===== src/spfs_pkg.sv =====
// Package of constants for the shared pin function select block
`default_nettype none
package spfs_pkg;
  localparam int SPFS_DATA_W = 32;
  // Register byte offsets
  localparam logic [11:0] SPFS_OFS_ENABLE = 12'h000;
  localparam logic [11:0] SPFS_OFS_DIRECTION = 12'h004;
  localparam logic [11:0] SPFS_OFS_OUTPUT = 12'h008;
  localparam logic [11:0] SPFS_OFS_INPUT = 12'h00C;
  localparam logic [11:0] SPFS_OFS_STATUS = 12'h010;
  // Field positions
  localparam int SPFS_BIT_GP1 = 1;
  localparam int SPFS_BIT_GP2 = 2;
  localparam int SPFS_UP_LO = 9;
  localparam int SPFS_UP_HI = 15;
  localparam int SPFS_BIT_PCI = 0;
  // Reset values
  localparam logic [15:0] SPFS_RST_ENABLE = 16'h0000;
  localparam logic [15:0] SPFS_RST_DIRECTION = 16'h0000;
  localparam logic [15:0] SPFS_RST_OUTPUT = 16'h0000;
  // Clock dividers: quarter and sixth of device clock
  localparam logic [2:0] SPFS_DIV4_HALF = 3'h2;
  localparam logic [2:0] SPFS_DIV6_HALF = 3'h3;
  // Mask of lines this block muxes
  localparam logic [15:0] SPFS_LINE_MASK = 16'hFE06;
  localparam logic [15:0] SPFS_UPPER_MASK = 16'hFE00;
endpackage
`default_nettype wire


===== src/spfs_top.sv =====
// Shared pin function select with APB register access
// Behaviour
// (RQ1) With enable clear, first clock pin drives device clock divided by four.
// (RQ2) With enable clear, second clock pin drives device clock divided by six.
// (RQ3) Both clock pin enable bits reset to zero.
// (RQ4) Enable bit one gives the shared pin to general-purpose I/O.
// (RQ5) Direction zero is input, one is output, for enabled lines.
// (RQ6) Upper lines 9-15 act as GPIO only with PCI disabled and enabled.
// (RQ7) Upper line enable bits reset clear; those pins idle undriven.
// (RQ8) Strap zero at reset: shared pins serve the host port, PCI off.
// (RQ9) Outside party drives strap one at reset and keeps it for PCI.
// (RQ10) With PCI disabled, standalone PCI pins stay high impedance.
// (RQ11) Strap one: shared host and GPIO pins serve PCI, host port off.
// (RQ12) Strap captured at reset; outside keeps it steady afterwards.
// (RQ13) GPIO input leaves driver off and shows sampled level to software.
`timescale 1ns/1ps
`default_nettype none
module spfs_top
  import spfs_pkg::*;
(
  input wire logic pclk, // Device clock
  input wire logic presetn, // Async reset, active low
  input wire logic psel, // APB select
  input wire logic penable, // APB enable
  input wire logic pwrite, // APB direction
  input wire logic [11:0] paddr, // APB byte address
  input wire logic [31:0] pwdata, // APB write data
  output logic [31:0] prdata, // APB read data
  output logic pready, // APB ready
  output logic pslverr, // APB error
  input wire logic pci_enable_strap, // PCI enable strap
  input wire logic [15:0] gpio_pin_in, // Pin levels
  output logic [15:0] gpio_pin_out, // Pin drive values
  output logic [15:0] gpio_pin_oe, // Pin drive enables
  output logic pci_select, // Shared pins serve PCI
  output logic host_port_select, // Shared pins serve host port
  output logic pci_standalone_oe_allow // Standalone PCI pins may drive
);
  import spfs_pkg::*;

  // ==========================================================
  // Strap capture
  logic strap_done_r, strap_done_nxt;
  logic pci_r, pci_nxt;
  always_comb
  begin
    strap_done_nxt = 1'b1;
    pci_nxt = strap_done_r ? pci_r : pci_enable_strap; // [RQ12] [RQ9]
  end
  always_ff @(posedge pclk or negedge presetn)
  begin
    if (!presetn)
    begin
      strap_done_r <= 1'b0;
      pci_r <= 1'b0;
    end
    else
    begin
      strap_done_r <= strap_done_nxt;
      pci_r <= pci_nxt;
    end
  end

  // ==========================================================
  // Clock dividers
  logic clk4_nxt, clk6_nxt;
  spfs_clk_div #(
    .HALF(SPFS_DIV4_HALF)
  ) u_div4 (
    .clk(pclk),
    .rst_n(presetn),
    .clk_out_nxt(clk4_nxt) // [RQ1]
  );
  spfs_clk_div #(
    .HALF(SPFS_DIV6_HALF)
  ) u_div6 (
    .clk(pclk),
    .rst_n(presetn),
    .clk_out_nxt(clk6_nxt) // [RQ2]
  );

  // ==========================================================
  // APB transfer decode
  logic setup, wr_acc, hit;
  logic sel_enable, sel_direction, sel_output, sel_input, sel_status;
  always_comb
  begin
    setup = psel && !penable;
    wr_acc = psel && penable && pready && pwrite && !pslverr;
    sel_enable = 1'b0;
    sel_direction = 1'b0;
    sel_output = 1'b0;
    sel_input = 1'b0;
    sel_status = 1'b0;
    if (paddr == SPFS_OFS_ENABLE)
    begin
      sel_enable = 1'b1;
    end
    else if (paddr == SPFS_OFS_DIRECTION)
    begin
      sel_direction = 1'b1;
    end
    else if (paddr == SPFS_OFS_OUTPUT)
    begin
      sel_output = 1'b1;
    end
    else if (paddr == SPFS_OFS_INPUT)
    begin
      sel_input = 1'b1;
    end
    else if (paddr == SPFS_OFS_STATUS)
    begin
      sel_status = 1'b1;
    end
    hit = sel_enable || sel_direction || sel_output || sel_input || sel_status;
  end

  // ==========================================================
  // Configuration registers
  logic [15:0] gpio_line_enable_r, gpio_line_enable_nxt;
  logic [15:0] gpio_line_direction_r, gpio_line_direction_nxt;
  logic [15:0] gpio_out_r, gpio_out_nxt;
  always_comb
  begin
    gpio_line_enable_nxt = gpio_line_enable_r;
    gpio_line_direction_nxt = gpio_line_direction_r;
    gpio_out_nxt = gpio_out_r;
    if (wr_acc && sel_enable)
    begin
      gpio_line_enable_nxt = pwdata[15:0] & SPFS_LINE_MASK; // [RQ4]
    end
    if (wr_acc && sel_direction)
    begin
      gpio_line_direction_nxt = pwdata[15:0] & SPFS_LINE_MASK; // [RQ5]
    end
    if (wr_acc && sel_output)
    begin
      gpio_out_nxt = pwdata[15:0] & SPFS_LINE_MASK;
    end
  end
  always_ff @(posedge pclk or negedge presetn)
  begin
    if (!presetn)
    begin
      gpio_line_enable_r <= SPFS_RST_ENABLE; // [RQ3] [RQ7]
      gpio_line_direction_r <= SPFS_RST_DIRECTION;
      gpio_out_r <= SPFS_RST_OUTPUT;
    end
    else
    begin
      gpio_line_enable_r <= gpio_line_enable_nxt;
      gpio_line_direction_r <= gpio_line_direction_nxt;
      gpio_out_r <= gpio_out_nxt;
    end
  end

  // ==========================================================
  // Pin level sampler
  logic [15:0] gpio_in_r, gpio_in_nxt;
  always_comb
  begin
    gpio_in_nxt = gpio_pin_in; // [RQ13]
  end
  always_ff @(posedge pclk or negedge presetn)
  begin
    if (!presetn)
    begin
      gpio_in_r <= 16'h0000;
    end
    else
    begin
      gpio_in_r <= gpio_in_nxt;
    end
  end

  // ==========================================================
  // APB response
  logic [31:0] rd_word, prdata_nxt;
  logic pready_nxt, pslverr_nxt;
  always_comb
  begin
    rd_word = 32'h0000_0000;
    if (sel_enable)
    begin
      rd_word = {16'h0000, gpio_line_enable_r};
    end
    else if (sel_direction)
    begin
      rd_word = {16'h0000, gpio_line_direction_r};
    end
    else if (sel_output)
    begin
      rd_word = {16'h0000, gpio_out_r};
    end
    else if (sel_input)
    begin
      rd_word = {16'h0000, gpio_in_r}; // [RQ13]
    end
    else if (sel_status)
    begin
      rd_word = {31'h0, pci_r};
    end
    pready_nxt = setup;
    pslverr_nxt = 1'b0;
    prdata_nxt = prdata;
    if (setup)
    begin
      pslverr_nxt = !hit;
      prdata_nxt = 32'h0000_0000;
      if (!pwrite)
      begin
        prdata_nxt = rd_word;
      end
    end
  end
  always_ff @(posedge pclk or negedge presetn)
  begin
    if (!presetn)
    begin
      prdata <= 32'h0000_0000;
      pready <= 1'b0;
      pslverr <= 1'b0;
    end
    else
    begin
      prdata <= prdata_nxt;
      pready <= pready_nxt;
      pslverr <= pslverr_nxt;
    end
  end

  // ==========================================================
  // Pin muxing
  logic [15:0] pin_out_nxt, pin_oe_nxt, line_gpio;
  always_comb
  begin
    line_gpio = gpio_line_enable_r & SPFS_LINE_MASK; // [RQ4]
    if (pci_r)
    begin
      line_gpio = line_gpio & ~SPFS_UPPER_MASK; // [RQ6] [RQ11]
    end
    pin_out_nxt = gpio_out_r;
    pin_oe_nxt = line_gpio & gpio_line_direction_r; // [RQ5] [RQ13]
    if (!gpio_line_enable_r[SPFS_BIT_GP1])
    begin
      pin_out_nxt[SPFS_BIT_GP1] = clk4_nxt; // [RQ1]
      pin_oe_nxt[SPFS_BIT_GP1] = 1'b1;
    end
    if (!gpio_line_enable_r[SPFS_BIT_GP2])
    begin
      pin_out_nxt[SPFS_BIT_GP2] = clk6_nxt; // [RQ2]
      pin_oe_nxt[SPFS_BIT_GP2] = 1'b1;
    end
  end
  always_ff @(posedge pclk or negedge presetn)
  begin
    if (!presetn)
    begin
      gpio_pin_out <= 16'h0000;
      gpio_pin_oe <= 16'h0000;
      pci_select <= 1'b0;
      host_port_select <= 1'b1;
      pci_standalone_oe_allow <= 1'b0;
    end
    else
    begin
      gpio_pin_out <= pin_out_nxt;
      gpio_pin_oe <= pin_oe_nxt; // [RQ7]
      pci_select <= pci_nxt; // [RQ11]
      host_port_select <= !pci_nxt; // [RQ8]
      pci_standalone_oe_allow <= pci_nxt; // [RQ10]
    end
  end
endmodule

// ==========================================================
// Free-running divider, level toggles every HALF edges
module spfs_clk_div
#(
  parameter logic [2:0] HALF = 3'h2 // Edges per half period
)
(
  input wire logic clk, // Device clock
  input wire logic rst_n, // Async reset, active low
  output logic clk_out_nxt // Divided level for next edge
);
  import spfs_pkg::*;

  logic [2:0] cnt_r, cnt_nxt;
  logic div_r, div_nxt;
  always_comb
  begin
    cnt_nxt = cnt_r + 3'h1;
    div_nxt = div_r;
    if (cnt_nxt == HALF)
    begin
      cnt_nxt = 3'h0;
      div_nxt = ~div_r;
    end
    clk_out_nxt = div_nxt;
  end
  always_ff @(posedge clk or negedge rst_n)
  begin
    if (!rst_n)
    begin
      cnt_r <= 3'h0;
      div_r <= 1'b0;
    end
    else
    begin
      cnt_r <= cnt_nxt;
      div_r <= div_nxt;
    end
  end
endmodule
`default_nettype wire


===== config.mk =====
export PLATFORM = sky130hd
export DESIGN_NAME = spfs_top
export DESIGN_NICKNAME = d
export VERILOG_FILES = /design/src/spfs_pkg.sv /design/src/spfs_top.sv
export SDC_FILE = /design/constraint.sdc
export NUM_CORES = 1
export LEC_CHECK = 0
export ABC_CLOCK_PERIOD_IN_PS = 2000
export BUFFER_PORTS_ARGS = -buffer_cell sky130_fd_sc_hd__buf_2
export CAP_MARGIN = 20
export CORE_ASPECT_RATIO = 2
export CORE_MARGIN = 10
export CORE_UTILIZATION = 49
export CTS_CLUSTER_SIZE = 40
export DETAILED_ROUTE_END_ITERATION = 6
export GPL_TIMING_DRIVEN = 1
export PLACE_DENSITY = 0.9
export SYNTH_ARGS = -nofsm -noshare
export SYNTH_HDL_FRONTEND = slang
export SYNTH_HIERARCHICAL = 1
export SYNTH_SLANG_ARGS = --single-unit

===== constraint.sdc =====
create_clock -name pclk -period 2 [get_ports pclk]
set_input_delay 0.2 -clock pclk [delete_from_list [all_inputs] [get_ports pclk]]
set_output_delay 0.2 -clock pclk [all_outputs]
set_load 0.02 [all_outputs]

Word level (Yosys, flattened, before mapping)
Index checks and enable logic that the tools add are counted.
- add/sub/neg operators: 2
- equal/unequal tests: 6
- multiplexer cells: 32
- bitwise gates (word level): 3
- reduce and logical (&&, ||, !) cells: 17
- operators by type and width (cell ; number):
    $mux 32 ; 3
    $mux 16 ; 3
    $eq 12x4->1 const B ; 2
    $mux 1 ; 24
    $and 16x16->16 ; 1
    $eq 12x3->1 const B ; 1
    $eq 12x5->1 const B ; 1
    $logic_not 12->1 ; 1
    $logic_and 1x1->1 ; 8
    $add 3x1->3 const B ; 2
    $eq 3x2->1 const B ; 2
    $mux 3 ; 2
    $logic_not 1->1 ; 4
    $logic_or 1x1->1 ; 4
    $not 1->1 ; 2
- bits in registers: 113
- input bits: 66
- output and inout bits: 69
- logic and storage cells: 76

Longest topological paths before layout
Gate-level depths: netlist of the first run.
- depth in word-level cells: 12
- mapped depth: 6
- depth with buffers taken out: 6

Modules after synthesis
Netlist of the first run, hierarchy kept.
- by module, submodules not included (module ; instances ; cells each ; area an instance (µm²) ; sequential area each (µm²)):
    spfs_top ; 1 ; 258 ; 3331.9 ; 2053.2
    spfs_clk_div ; 2 ; 13 ; 163.9 ; 100.1

Worst setup path after synthesis of the first run
OpenSTA, ideal clock, no wires.
- kind: reg2reg
- start point: register pslverr
- end point: register gpio_out_r[10]
- library setup time: 0.125 ns
- arrival time: 1.687 ns
- required time: 1.875 ns
- path slack: 0.189 ns
- stages on the path, launching flop included: 5
- buffers on the path: 0
- clock period less this slack: 1.811 ns
- cells stage by stage: dfrtp_1 > nor2b_1 > nand4_1 > nor4b_4 > mux2_2
- word-level cells in the longest chain between the ends: 3
- ends and longest elaborated chain (element ; RTL line ; RTL):
    start: declaration ; spfs_top.sv:30 ; output logic pslverr,
    start signal: assignment ; spfs_top.sv:228 ; pslverr <= pslverr_nxt;
    $logic_not 1->1 ; spfs_top.sv:89 ; wr_acc = psel && penable && pready && pwrite && !pslverr;
    $logic_and 1x1->1 ; spfs_top.sv:89 ;
    $logic_and 1x1->1 ; spfs_top.sv:136 ; if (wr_acc && sel_output)
    end signal: assignment ; spfs_top.sv:153 ; gpio_out_r <= gpio_out_nxt;
    end: declaration ; spfs_top.sv:122 ; logic [15:0] gpio_out_r, gpio_out_nxt;
Every way passes these cells.
A chain may end at the register's enable or synchronous reset.

Worst setup path in the final report of the first run
Ends and elaborated chain as after synthesis.

==> reports/metrics.yaml, run 1 <==
run_status:
  outcome: "completed"
job:
  max_cap_violations: 0
final_layout:
  nNetsFinal: 468
  layout_commonest_cell: "sky130_fd_sc_hd__dfrtp_1"
  drive_gt1_frac: 0.3722
  num_antenna_cells: 0
  mostFrequentLayoutCells: "89 x sky130_fd_sc_hd__dfrtp_1, 80 x sky130_fd_sc_hd__buf_2, 31 x sky130_fd_sc_hd__conb_1"
  finalInstanceArea_um2: 4647
  synthToLayoutAreaGrowth_pct: 26.97
  count_of_filler_cells_inserted_in_the_layout: 563
  post_layout_nonfiller_instances: 495
logic_synthesis:
  ys_ff_latch: 90
  synth-adder-area-share: 0.01368
  post_synth_design_cell_area_um2: 3660
  most_area_hungry_cell_type_in_the_yosys_netlist: "sky130_fd_sc_hd__dfrtp_1"
  share_of_flip_flops_with_an_asynchronous_set_or_reset: 1.000
  largest_family_of_logic_cells_by_synthesized_area: "multiplexers"
  synthCells: 284
  synth-simple-area-share: 0.1138
  yosys-top-cells-area: "sky130_fd_sc_hd__dfrtp_1 61%, sky130_fd_sc_hd__mux2_2 8.3%, sky130_fd_sc_hd__buf_4 6.6%"
  synth_cell_types: 35
  synth.yosys.seq_area_share: 0.6157
  synth-compound-area-share: 0.05060
  synth_edf_count: 0
  synth.mux.area_fraction: 0.1166
  synth_xor_area_frac: 0.009573
  synth_top_area_share: 0.6085
  synthFlopType: "sky130_fd_sc_hd__dfrtp_1"
  synth-warning-count: 6
  avgSynthCellArea_um2: 12.89
cts:
  clock_tree_from_tritoncts: "done"
  cts-root-to-sink-buffers: 2
  clock-root-buffer: "sky130_fd_sc_hd__clkbuf_16"
  number_of_buffers_inserted_by_post_cts_setup_repair: 0
  cts.clk_slew.worst_paths_ns: 0.06
  cts_num_sinks: 90
  clk-insertion-delay-late_ns: 0.33
  cts_max_level: 3
  cts_resized: 0
  cts_hold_buf: 17
  cts_inserted_buffers: 9
floorplanning:
  floorplan.initialDensity: 0.5036
  core_um2: 7267
  rows: 44
  top_level_ports: 135
  die_width_um: 81.11
  design.die.area_um2: 11540
  die_height_um: 142.2
routing:
  drt-pass1-iter-count: 4
  antenna_violating_nets_post_route: 0
  viasPerCell: 5.051
  drt-total-wl_mm: 8.830
  routed_wire_length_per_instance_um: 17.84
  route.detailed.drc: 0
  drt_iter0_markers: 227
  vias_post_dr: 2500
pwr:
  worst_supply_voltage_drop_on_vdd_mv: 0.6109
  leakage_power_nw: 2.504
  p_per_area_nw_per_um2: 844.8
  power_mw: 3.926
critical_path:
  crit_required_ns: 2.22
  worst_ep_arrival_time_ns: 1.99
  setup.worst_path.class: "reg2reg"
  worstSetupEndpointType: "register"
  cp_max_fo: 6
  crit_path_start_kind: "register"
  worstReg2RegStart: "pslverr$_DFF_PN0_"
  startpoint: "pslverr$_DFF_PN0_"
timing:
  unrepaired_setup_endpoints_after_global_routing: "false"
  fin_tns_setup_ns: 0
  tightestPinTransition_ns: 0.5247
  max_slew_margin: 0.6502
  count_of_final_setup_violators: 0
  finalClockSkew_ns: 0.006680
  finalCriticalPeriod_ns: 1.768
  report.final.hold_viol_count: 0
  timing.final.crit_share: 0.8842
  count_of_final_max_slew_check_failures: 0
  max_clock_freq_ghz: 0.5655
global_route:
  overflow: 0
  grt_antenna_before_repair: 0
  first_global_vias: 2688
  largest_net_degree_at_the_start_of_global_routing: 43
  grt_pass1_wl_mm: 13.53
  track_usage: 0.1552
placed_design:
  post_dp_cell_area_um2: 4146
  place.port_buffers: 81
  gpl.final_weighted_congestion: 0.7874
  place.detailed.instances: 462
  post-dp-hpwl_mm: 6.611
worst_hold_path:
  holdCritStartpoint: "pci_enable_strap"
  worst_hold_path_class: "in2reg"
-- cell usage after synthesis, types with 2 or more instances --
master                     count
sky130_fd_sc_hd__dfrtp_1      89
sky130_fd_sc_hd__buf_4        32
sky130_fd_sc_hd__nand2_1      29
sky130_fd_sc_hd__mux2_2       27
sky130_fd_sc_hd__nor2_1       21
sky130_fd_sc_hd__mux2i_1      10
sky130_fd_sc_hd__o21ai_0      10
sky130_fd_sc_hd__o211ai_1      9
sky130_fd_sc_hd__a22o_1        6
sky130_fd_sc_hd__inv_1         6
sky130_fd_sc_hd__clkbuf_1      5
sky130_fd_sc_hd__ha_1          4
sky130_fd_sc_hd__xor2_1        4
sky130_fd_sc_hd__nand2b_1      3
sky130_fd_sc_hd__conb_1        2
sky130_fd_sc_hd__mux2_1        2
sky130_fd_sc_hd__nand4_1       2
sky130_fd_sc_hd__nor2_2        2
sky130_fd_sc_hd__nor2b_1       2
sky130_fd_sc_hd__nor3_1        2
sky130_fd_sc_hd__nor3_2        2
sky130_fd_sc_hd__nor4b_4       2
-- path summary, 6_finish.rpt --
| check | depth (start not counted) | slack [ns] | to |
|---|---|---|---|
| min in group asynchronous | 2 | 0.40 | gpio_in_r[12]$_DFF_PN0_ |
| worst max-delay path | 5 | 0.23 | gpio_out_r[10]$_DFFE_PN0P_ |
| max in group asynchronous | 3 | 0.95 | host_port_select$_DFF_PN1_ |
| worst max register to register | 5 | 0.23 | gpio_out_r[10]$_DFFE_PN0P_ |
| worst min-delay path | 2 | 0.03 | host_port_select$_DFF_PN1_ |
| worst min register to register | 0 | 0.39 | gpio_pin_out[13]$_DFF_PN0_ |
-- layout make-up --
type	instances	area, um2	area share
clock buffer	12	256.5	0.05520
clock inverter	4	73.82	0.01589
inverter	6	22.52	0.004847
multi-input combinational	179	1230	0.2647
timing repair buffer	112	695.7	0.1497
sequential	90	2253	0.4849
tap	92	115.1	0.02477
-- state kept, by name, summed over array words and instances (netlist names) --
signal and flops:
gpio_line_enable_r 9, gpio_pin_out 9, u_div4/div_r 1, gpio_in_r 16, pready 1, gpio_line_direction_r 9, gpio_out_r 9, host_port_select 1
prdata 16, u_div6/cnt_r 3, gpio_pin_oe 9, pci_standalone_oe_allow 1, pslverr 1, u_div4/cnt_r 3, u_div6/div_r 1, strap_done_r 1
-- logic make-up (layout without fill, tap and decap cells) --
family | Yosys count | after routing
AOI/OAI and AO/OA | 27 | 27
adders and majority gates | 4 | 4
DFF | 90 | 90
other | 2 | 31
and+or+nand+nor | 74 | 74
muxes | 39 | 39
xor gates and xnor gates | 4 | 4
buffers and inverters | 44 | 134
-- critical path, cell delays in order, from the launching register on --
cell	delay (ns)
sky130_fd_sc_hd__dfrtp_1	0.38
sky130_fd_sc_hd__nor2b_1	0.11
sky130_fd_sc_hd__nand4_1	0.28
sky130_fd_sc_hd__nor4b_4	0.33
sky130_fd_sc_hd__buf_4	0.22
sky130_fd_sc_hd__mux2_2	0.34
-- layer usage --
metal	up-vias	GRT usage	share of wire
met5	-	0	0
met4	0	0.1063	0.048
met3	32	0.04430	0.089
met2	118	0.2702	0.53
met1	1225	0.1506	0.33
li1	1125	-	-
-- report_power, final --
| part | internal (mW) | total (mW) | leakage, nW | switching (mW) |
|---|---|---|---|---|
| combinational | 0.0879 | 0.259 | 1.15 | 0.171 |
| clock | 1.16 | 1.80 | 0.163 | 0.641 |
| sequential | 1.85 | 1.86 | 1.19 | 0.0178 |
-- per-stage QoR --
stage / worst slack (ns) / util / hold slack (ns)
floorplan: 0.1885 / - / -0.09559
global placement: 0.1512 / 0.5706 / 0.1989
detailed placement: 0.1456 / 0.5706 / 0.2145
CTS: 0.2169 / 0.6395 / 0.01508
global route: 0.1405 / 0.6395 / 0.05181
finish: 0.2315 / 0.6395 / 0.02959
(Power assumes the default switching activity.)
==> run 2, diff against run 1 <==
--- a/config.mk
+++ b/config.mk
@@ -5,16 +5,17 @@
 export SDC_FILE = /design/constraint.sdc
 export NUM_CORES = 1
 export LEC_CHECK = 0
+export ABC_AREA = 1
 export ABC_CLOCK_PERIOD_IN_PS = 2000
-export BUFFER_PORTS_ARGS = -buffer_cell sky130_fd_sc_hd__buf_2
 export CAP_MARGIN = 20
 export CORE_ASPECT_RATIO = 2
 export CORE_MARGIN = 10
-export CORE_UTILIZATION = 49
+export CORE_UTILIZATION = 63
 export CTS_CLUSTER_SIZE = 40
 export DETAILED_ROUTE_END_ITERATION = 6
+export DONT_BUFFER_PORTS = 1
 export GPL_TIMING_DRIVEN = 1
-export PLACE_DENSITY = 0.9
+export PLACE_DENSITY = 0.82
 export SYNTH_ARGS = -nofsm -noshare
 export SYNTH_HDL_FRONTEND = slang
 export SYNTH_HIERARCHICAL = 1
==> reports/metrics.yaml, run 2 <==
timing:
  finalCriticalPeriod_ns: 1.559
  tightestPinTransition_ns: 0.5001
  count_of_final_max_slew_check_failures: 0
  max_slew_margin: 0.6645
  max_clock_freq_ghz: 0.6415
  count_of_final_setup_violators: 0
  report.final.hold_viol_count: 90
  timing.final.crit_share: 0.7794
  fin_hold_ws_ns: -0.4457
  finalClockSkew_ns: 0.006197
  setup_ws_ns: 0.4413
  fin_tns_setup_ns: 0
  unrepaired_setup_endpoints_after_global_routing: "false"
critical_path:
  crit_buf_inv: 2
  timing.critical_path.max_delay_family: "buffers and inverters"
  worstSetupEndpointType: "register"
  reg2reg_to: "gpio_out_r[10]$_DFFE_PN0P_"
  r2r.worst_path.cells: 6
  crit_path_start_kind: "primary input"
  worst_path_most_repeated_cell: "sky130_fd_sc_hd__nand2_1"
  crit_cells: 7
  setup.worst_path.class: "in2reg"
  worst_ep_arrival_time_ns: 1.84
  worstReg2RegStart: "pslverr$_DFF_PN0_"
  critical_path.slowest_cell: "sky130_fd_sc_hd__dlygate4sd3_1"
  startpoint: "penable"
  cp_max_fo: 14
  cp_slowest_stage_delay_ns: 0.54
  crit_required_ns: 2.28
  path_cells: "dlygate4sd3_1 -> nor2_1 -> nand2_1 -> inv_1 -> nand2_1 -> nand3b_1 -> nand2_1"
  endpoint: "prdata[13]$_DFFE_PN0P_"
  regToRegSetupSlack_ns: 0.50
pwr:
  switchingPower_mw: 0.7952
  seqPwrFrac: 0.480
  clkPwrFrac: 0.477
  internal-power_mw: 3.089
  gate_power_share: 0.043
  worst_supply_voltage_drop_on_vdd_mv: 0.8573
  netSwitchingFraction: 0.2047
  leakage_power_nw: 2.384
  p_per_area_nw_per_um2: 854.6
cts:
  cts_hold_buf: 26
  cts_inserted_buffers: 9
  cts-root-to-sink-buffers: 2
  cts_max_level: 3
  cts.clk_slew.worst_paths_ns: 0.06
  cts_num_sinks: 90
  cts_resized: 0
  clock-root-buffer: "sky130_fd_sc_hd__clkbuf_16"
  clk-insertion-delay-late_ns: 0.34
  number_of_buffers_inserted_by_post_cts_setup_repair: 0
  clock_tree_from_tritoncts: "done"
routing:
  drt-total-wl_mm: 9.414
  viasPerCell: 5.148
  routed_wire_length_per_instance_um: 17.21
  route.detailed.drc: 0
  drt-pass1-iter-count: 4
  vias_post_dr: 2816
  antenna_violating_nets_post_route: 0
  drt_iter0_markers: 157
logic_synthesis:
  avgSynthCellArea_um2: 9.356
  synth_top_area_share: 0.5549
  synth_most_common_cell: "sky130_fd_sc_hd__nand2_1"
  ys_ff_latch: 90
  synth_common_cells: "104 x sky130_fd_sc_hd__nand2_1, 89 x sky130_fd_sc_hd__dfrtp_1, 56 x sky130_fd_sc_hd__inv_1, 45 x sky130_fd_sc_hd__nand3_1, 31 x sky130_fd_sc_hd__buf_4"
  synth_edf_count: 0
  synthFlopType: "sky130_fd_sc_hd__dfrtp_1"
  yosys-top-cells-area: "sky130_fd_sc_hd__dfrtp_1 55%, sky130_fd_sc_hd__nand2_1 9.7%, sky130_fd_sc_hd__buf_4 5.8%"
  most_area_hungry_cell_type_in_the_yosys_netlist: "sky130_fd_sc_hd__dfrtp_1"
  synthCells: 429
  post_synth_design_cell_area_um2: 4014
  synth.yosys.seq_area_share: 0.5614
  share_of_flip_flops_with_an_asynchronous_set_or_reset: 1.000
  synth-warning-count: 6
  synth_cell_types: 27
placed_design:
  post-place-ws_ns: 0.4119
  post-dp-hpwl_mm: 6.761
  place.port_buffers: 0
  gpl.final_weighted_congestion: 0.8874
  place.detailed.instances: 505
  post_dp_cell_area_um2: 3946
floorplanning:
  design.die.area_um2: 10160
  rows: 41
  die_height_um: 132.9
  floorplan.initialDensity: 0.6413
  core_um2: 6259
  top_level_ports: 135
  die_width_um: 76.44
final_layout:
  nNetsFinal: 526
  num_antenna_cells: 0
  finalInstanceArea_um2: 4546
  count_of_filler_cells_inserted_in_the_layout: 476
  layout.area.seq_um2: 2253
  drive_gt1_frac: 0.1020
  multiInputGateArea_um2: 1349
  mostFrequentLayoutCells: "104 x sky130_fd_sc_hd__nand2_1, 89 x sky130_fd_sc_hd__dfrtp_1, 56 x sky130_fd_sc_hd__inv_1"
  top_regs: "gpio_in_r x16, prdata x16"
  layout_commonest_cell: "sky130_fd_sc_hd__nand2_1"
  post_layout_nonfiller_instances: 547
  synthToLayoutAreaGrowth_pct: 13.25
global_route:
  track_usage: 0.1949
  grt_pass1_wl_mm: 15.29
  largest_net_degree_at_the_start_of_global_routing: 91
  first_global_vias: 3056
  grt_antenna_before_repair: 0
  overflow: 0
job:
  max_cap_violations: 0
worst_hold_path:
  worst_hold_path_class: "in2async"
run_status:
  outcome: "finished with violations"
  failed_checks: "negative hold slack"
==> run 2: worst register-to-register path: cells and delay by family, from the launching register on <==
| family | cells | cell delay [ns] |
|---|---|---|
| AND/OR/NAND/NOR | 4 | 0.62 |
| buffers and inverters | 1 | 0.20 |
| flip-flops | 1 | 0.46 |
| AO/OA/AOI/OAI | 1 | 0.09 |
==> run 2: kinds of logic after synthesis <==
kind of cell / count (synthesis) / share of synthesized area
AOI/OAI and AO/OA: 37 / 0.05455
other: 2 / 0.001871
buffers and inverters: 100 / 0.1297
DFF: 90 / 0.5614
adders and majority gates: 4 / 0.01247
and+or+nand+nor: 196 / 0.2400
==> run 2: worst min path at each step <==
stage	start	to	slack, ns	depth (start not counted)
5_1_grt	presetn	gpio_pin_oe[13]$_DFF_PN0_	-0.46	0
6_report	presetn	gpio_pin_oe[1]$_DFF_PN0_	-0.45	0
4_1_cts	presetn	gpio_line_direction_r[12]$_DFFE_PN0P_	-0.46	0
3_5_place_dp	presetn	gpio_pin_oe[14]$_DFF_PN0_	-0.09	0
3_3_place_gp	presetn	gpio_pin_oe[14]$_DFF_PN0_	-0.09	0
2_1_floorplan	presetn	gpio_in_r[0]$_DFF_PN0_	-0.1	0
==> run 2: layout make-up <==
cell class / instances / area share
inverters: 59 / 0.04872
well taps: 86 / 0.02367
repair buffers: 28 / 0.06056
flip-flops and latches: 90 / 0.4957
clock inverters: 4 / 0.01596
multi-input cells: 268 / 0.2967
clock buffers: 12 / 0.05863
==> run 2: stage by stage <==
step	hold WS (ns)	utilization	power [mW]
2_1_floorplan	-0.09559	-	2.043
3_3_place_gp	-0.09216	0.6305	2.015
3_5_place_dp	-0.09283	0.6305	2.017
4_1_cts	-0.4589	0.7263	3.908
5_1_grt	-0.4637	0.7263	4.021
6_report	-0.4457	0.7263	3.884
==> run 2: metal layers <==
| metal | GRT usage | part of all wire | up-vias |
|---|---|---|---|
| li1 | - | - | 1336 |
| met1 | 0.1762 | 0.32 | 1337 |
| met2 | 0.3522 | 0.55 | 112 |
| met3 | 0.07598 | 0.088 | 31 |
| met4 | 0.1175 | 0.045 | 0 |
| met5 | 0 | 0 | - |
==> run 2: power by group through the flow <==
| stage | combinational (mW) | clock, mW | sequential, mW |
|---|---|---|---|
| 3_3_place_gp | 0.117 | 0 | 1.90 |
| 4_1_cts | 0.162 | 1.88 | 1.87 |
| 2_1_floorplan | 0.150 | 0 | 1.89 |
| 5_1_grt | 0.181 | 1.97 | 1.87 |
| 3_5_place_dp | 0.119 | 0 | 1.90 |
| 6_report | 0.166 | 1.85 | 1.87 |
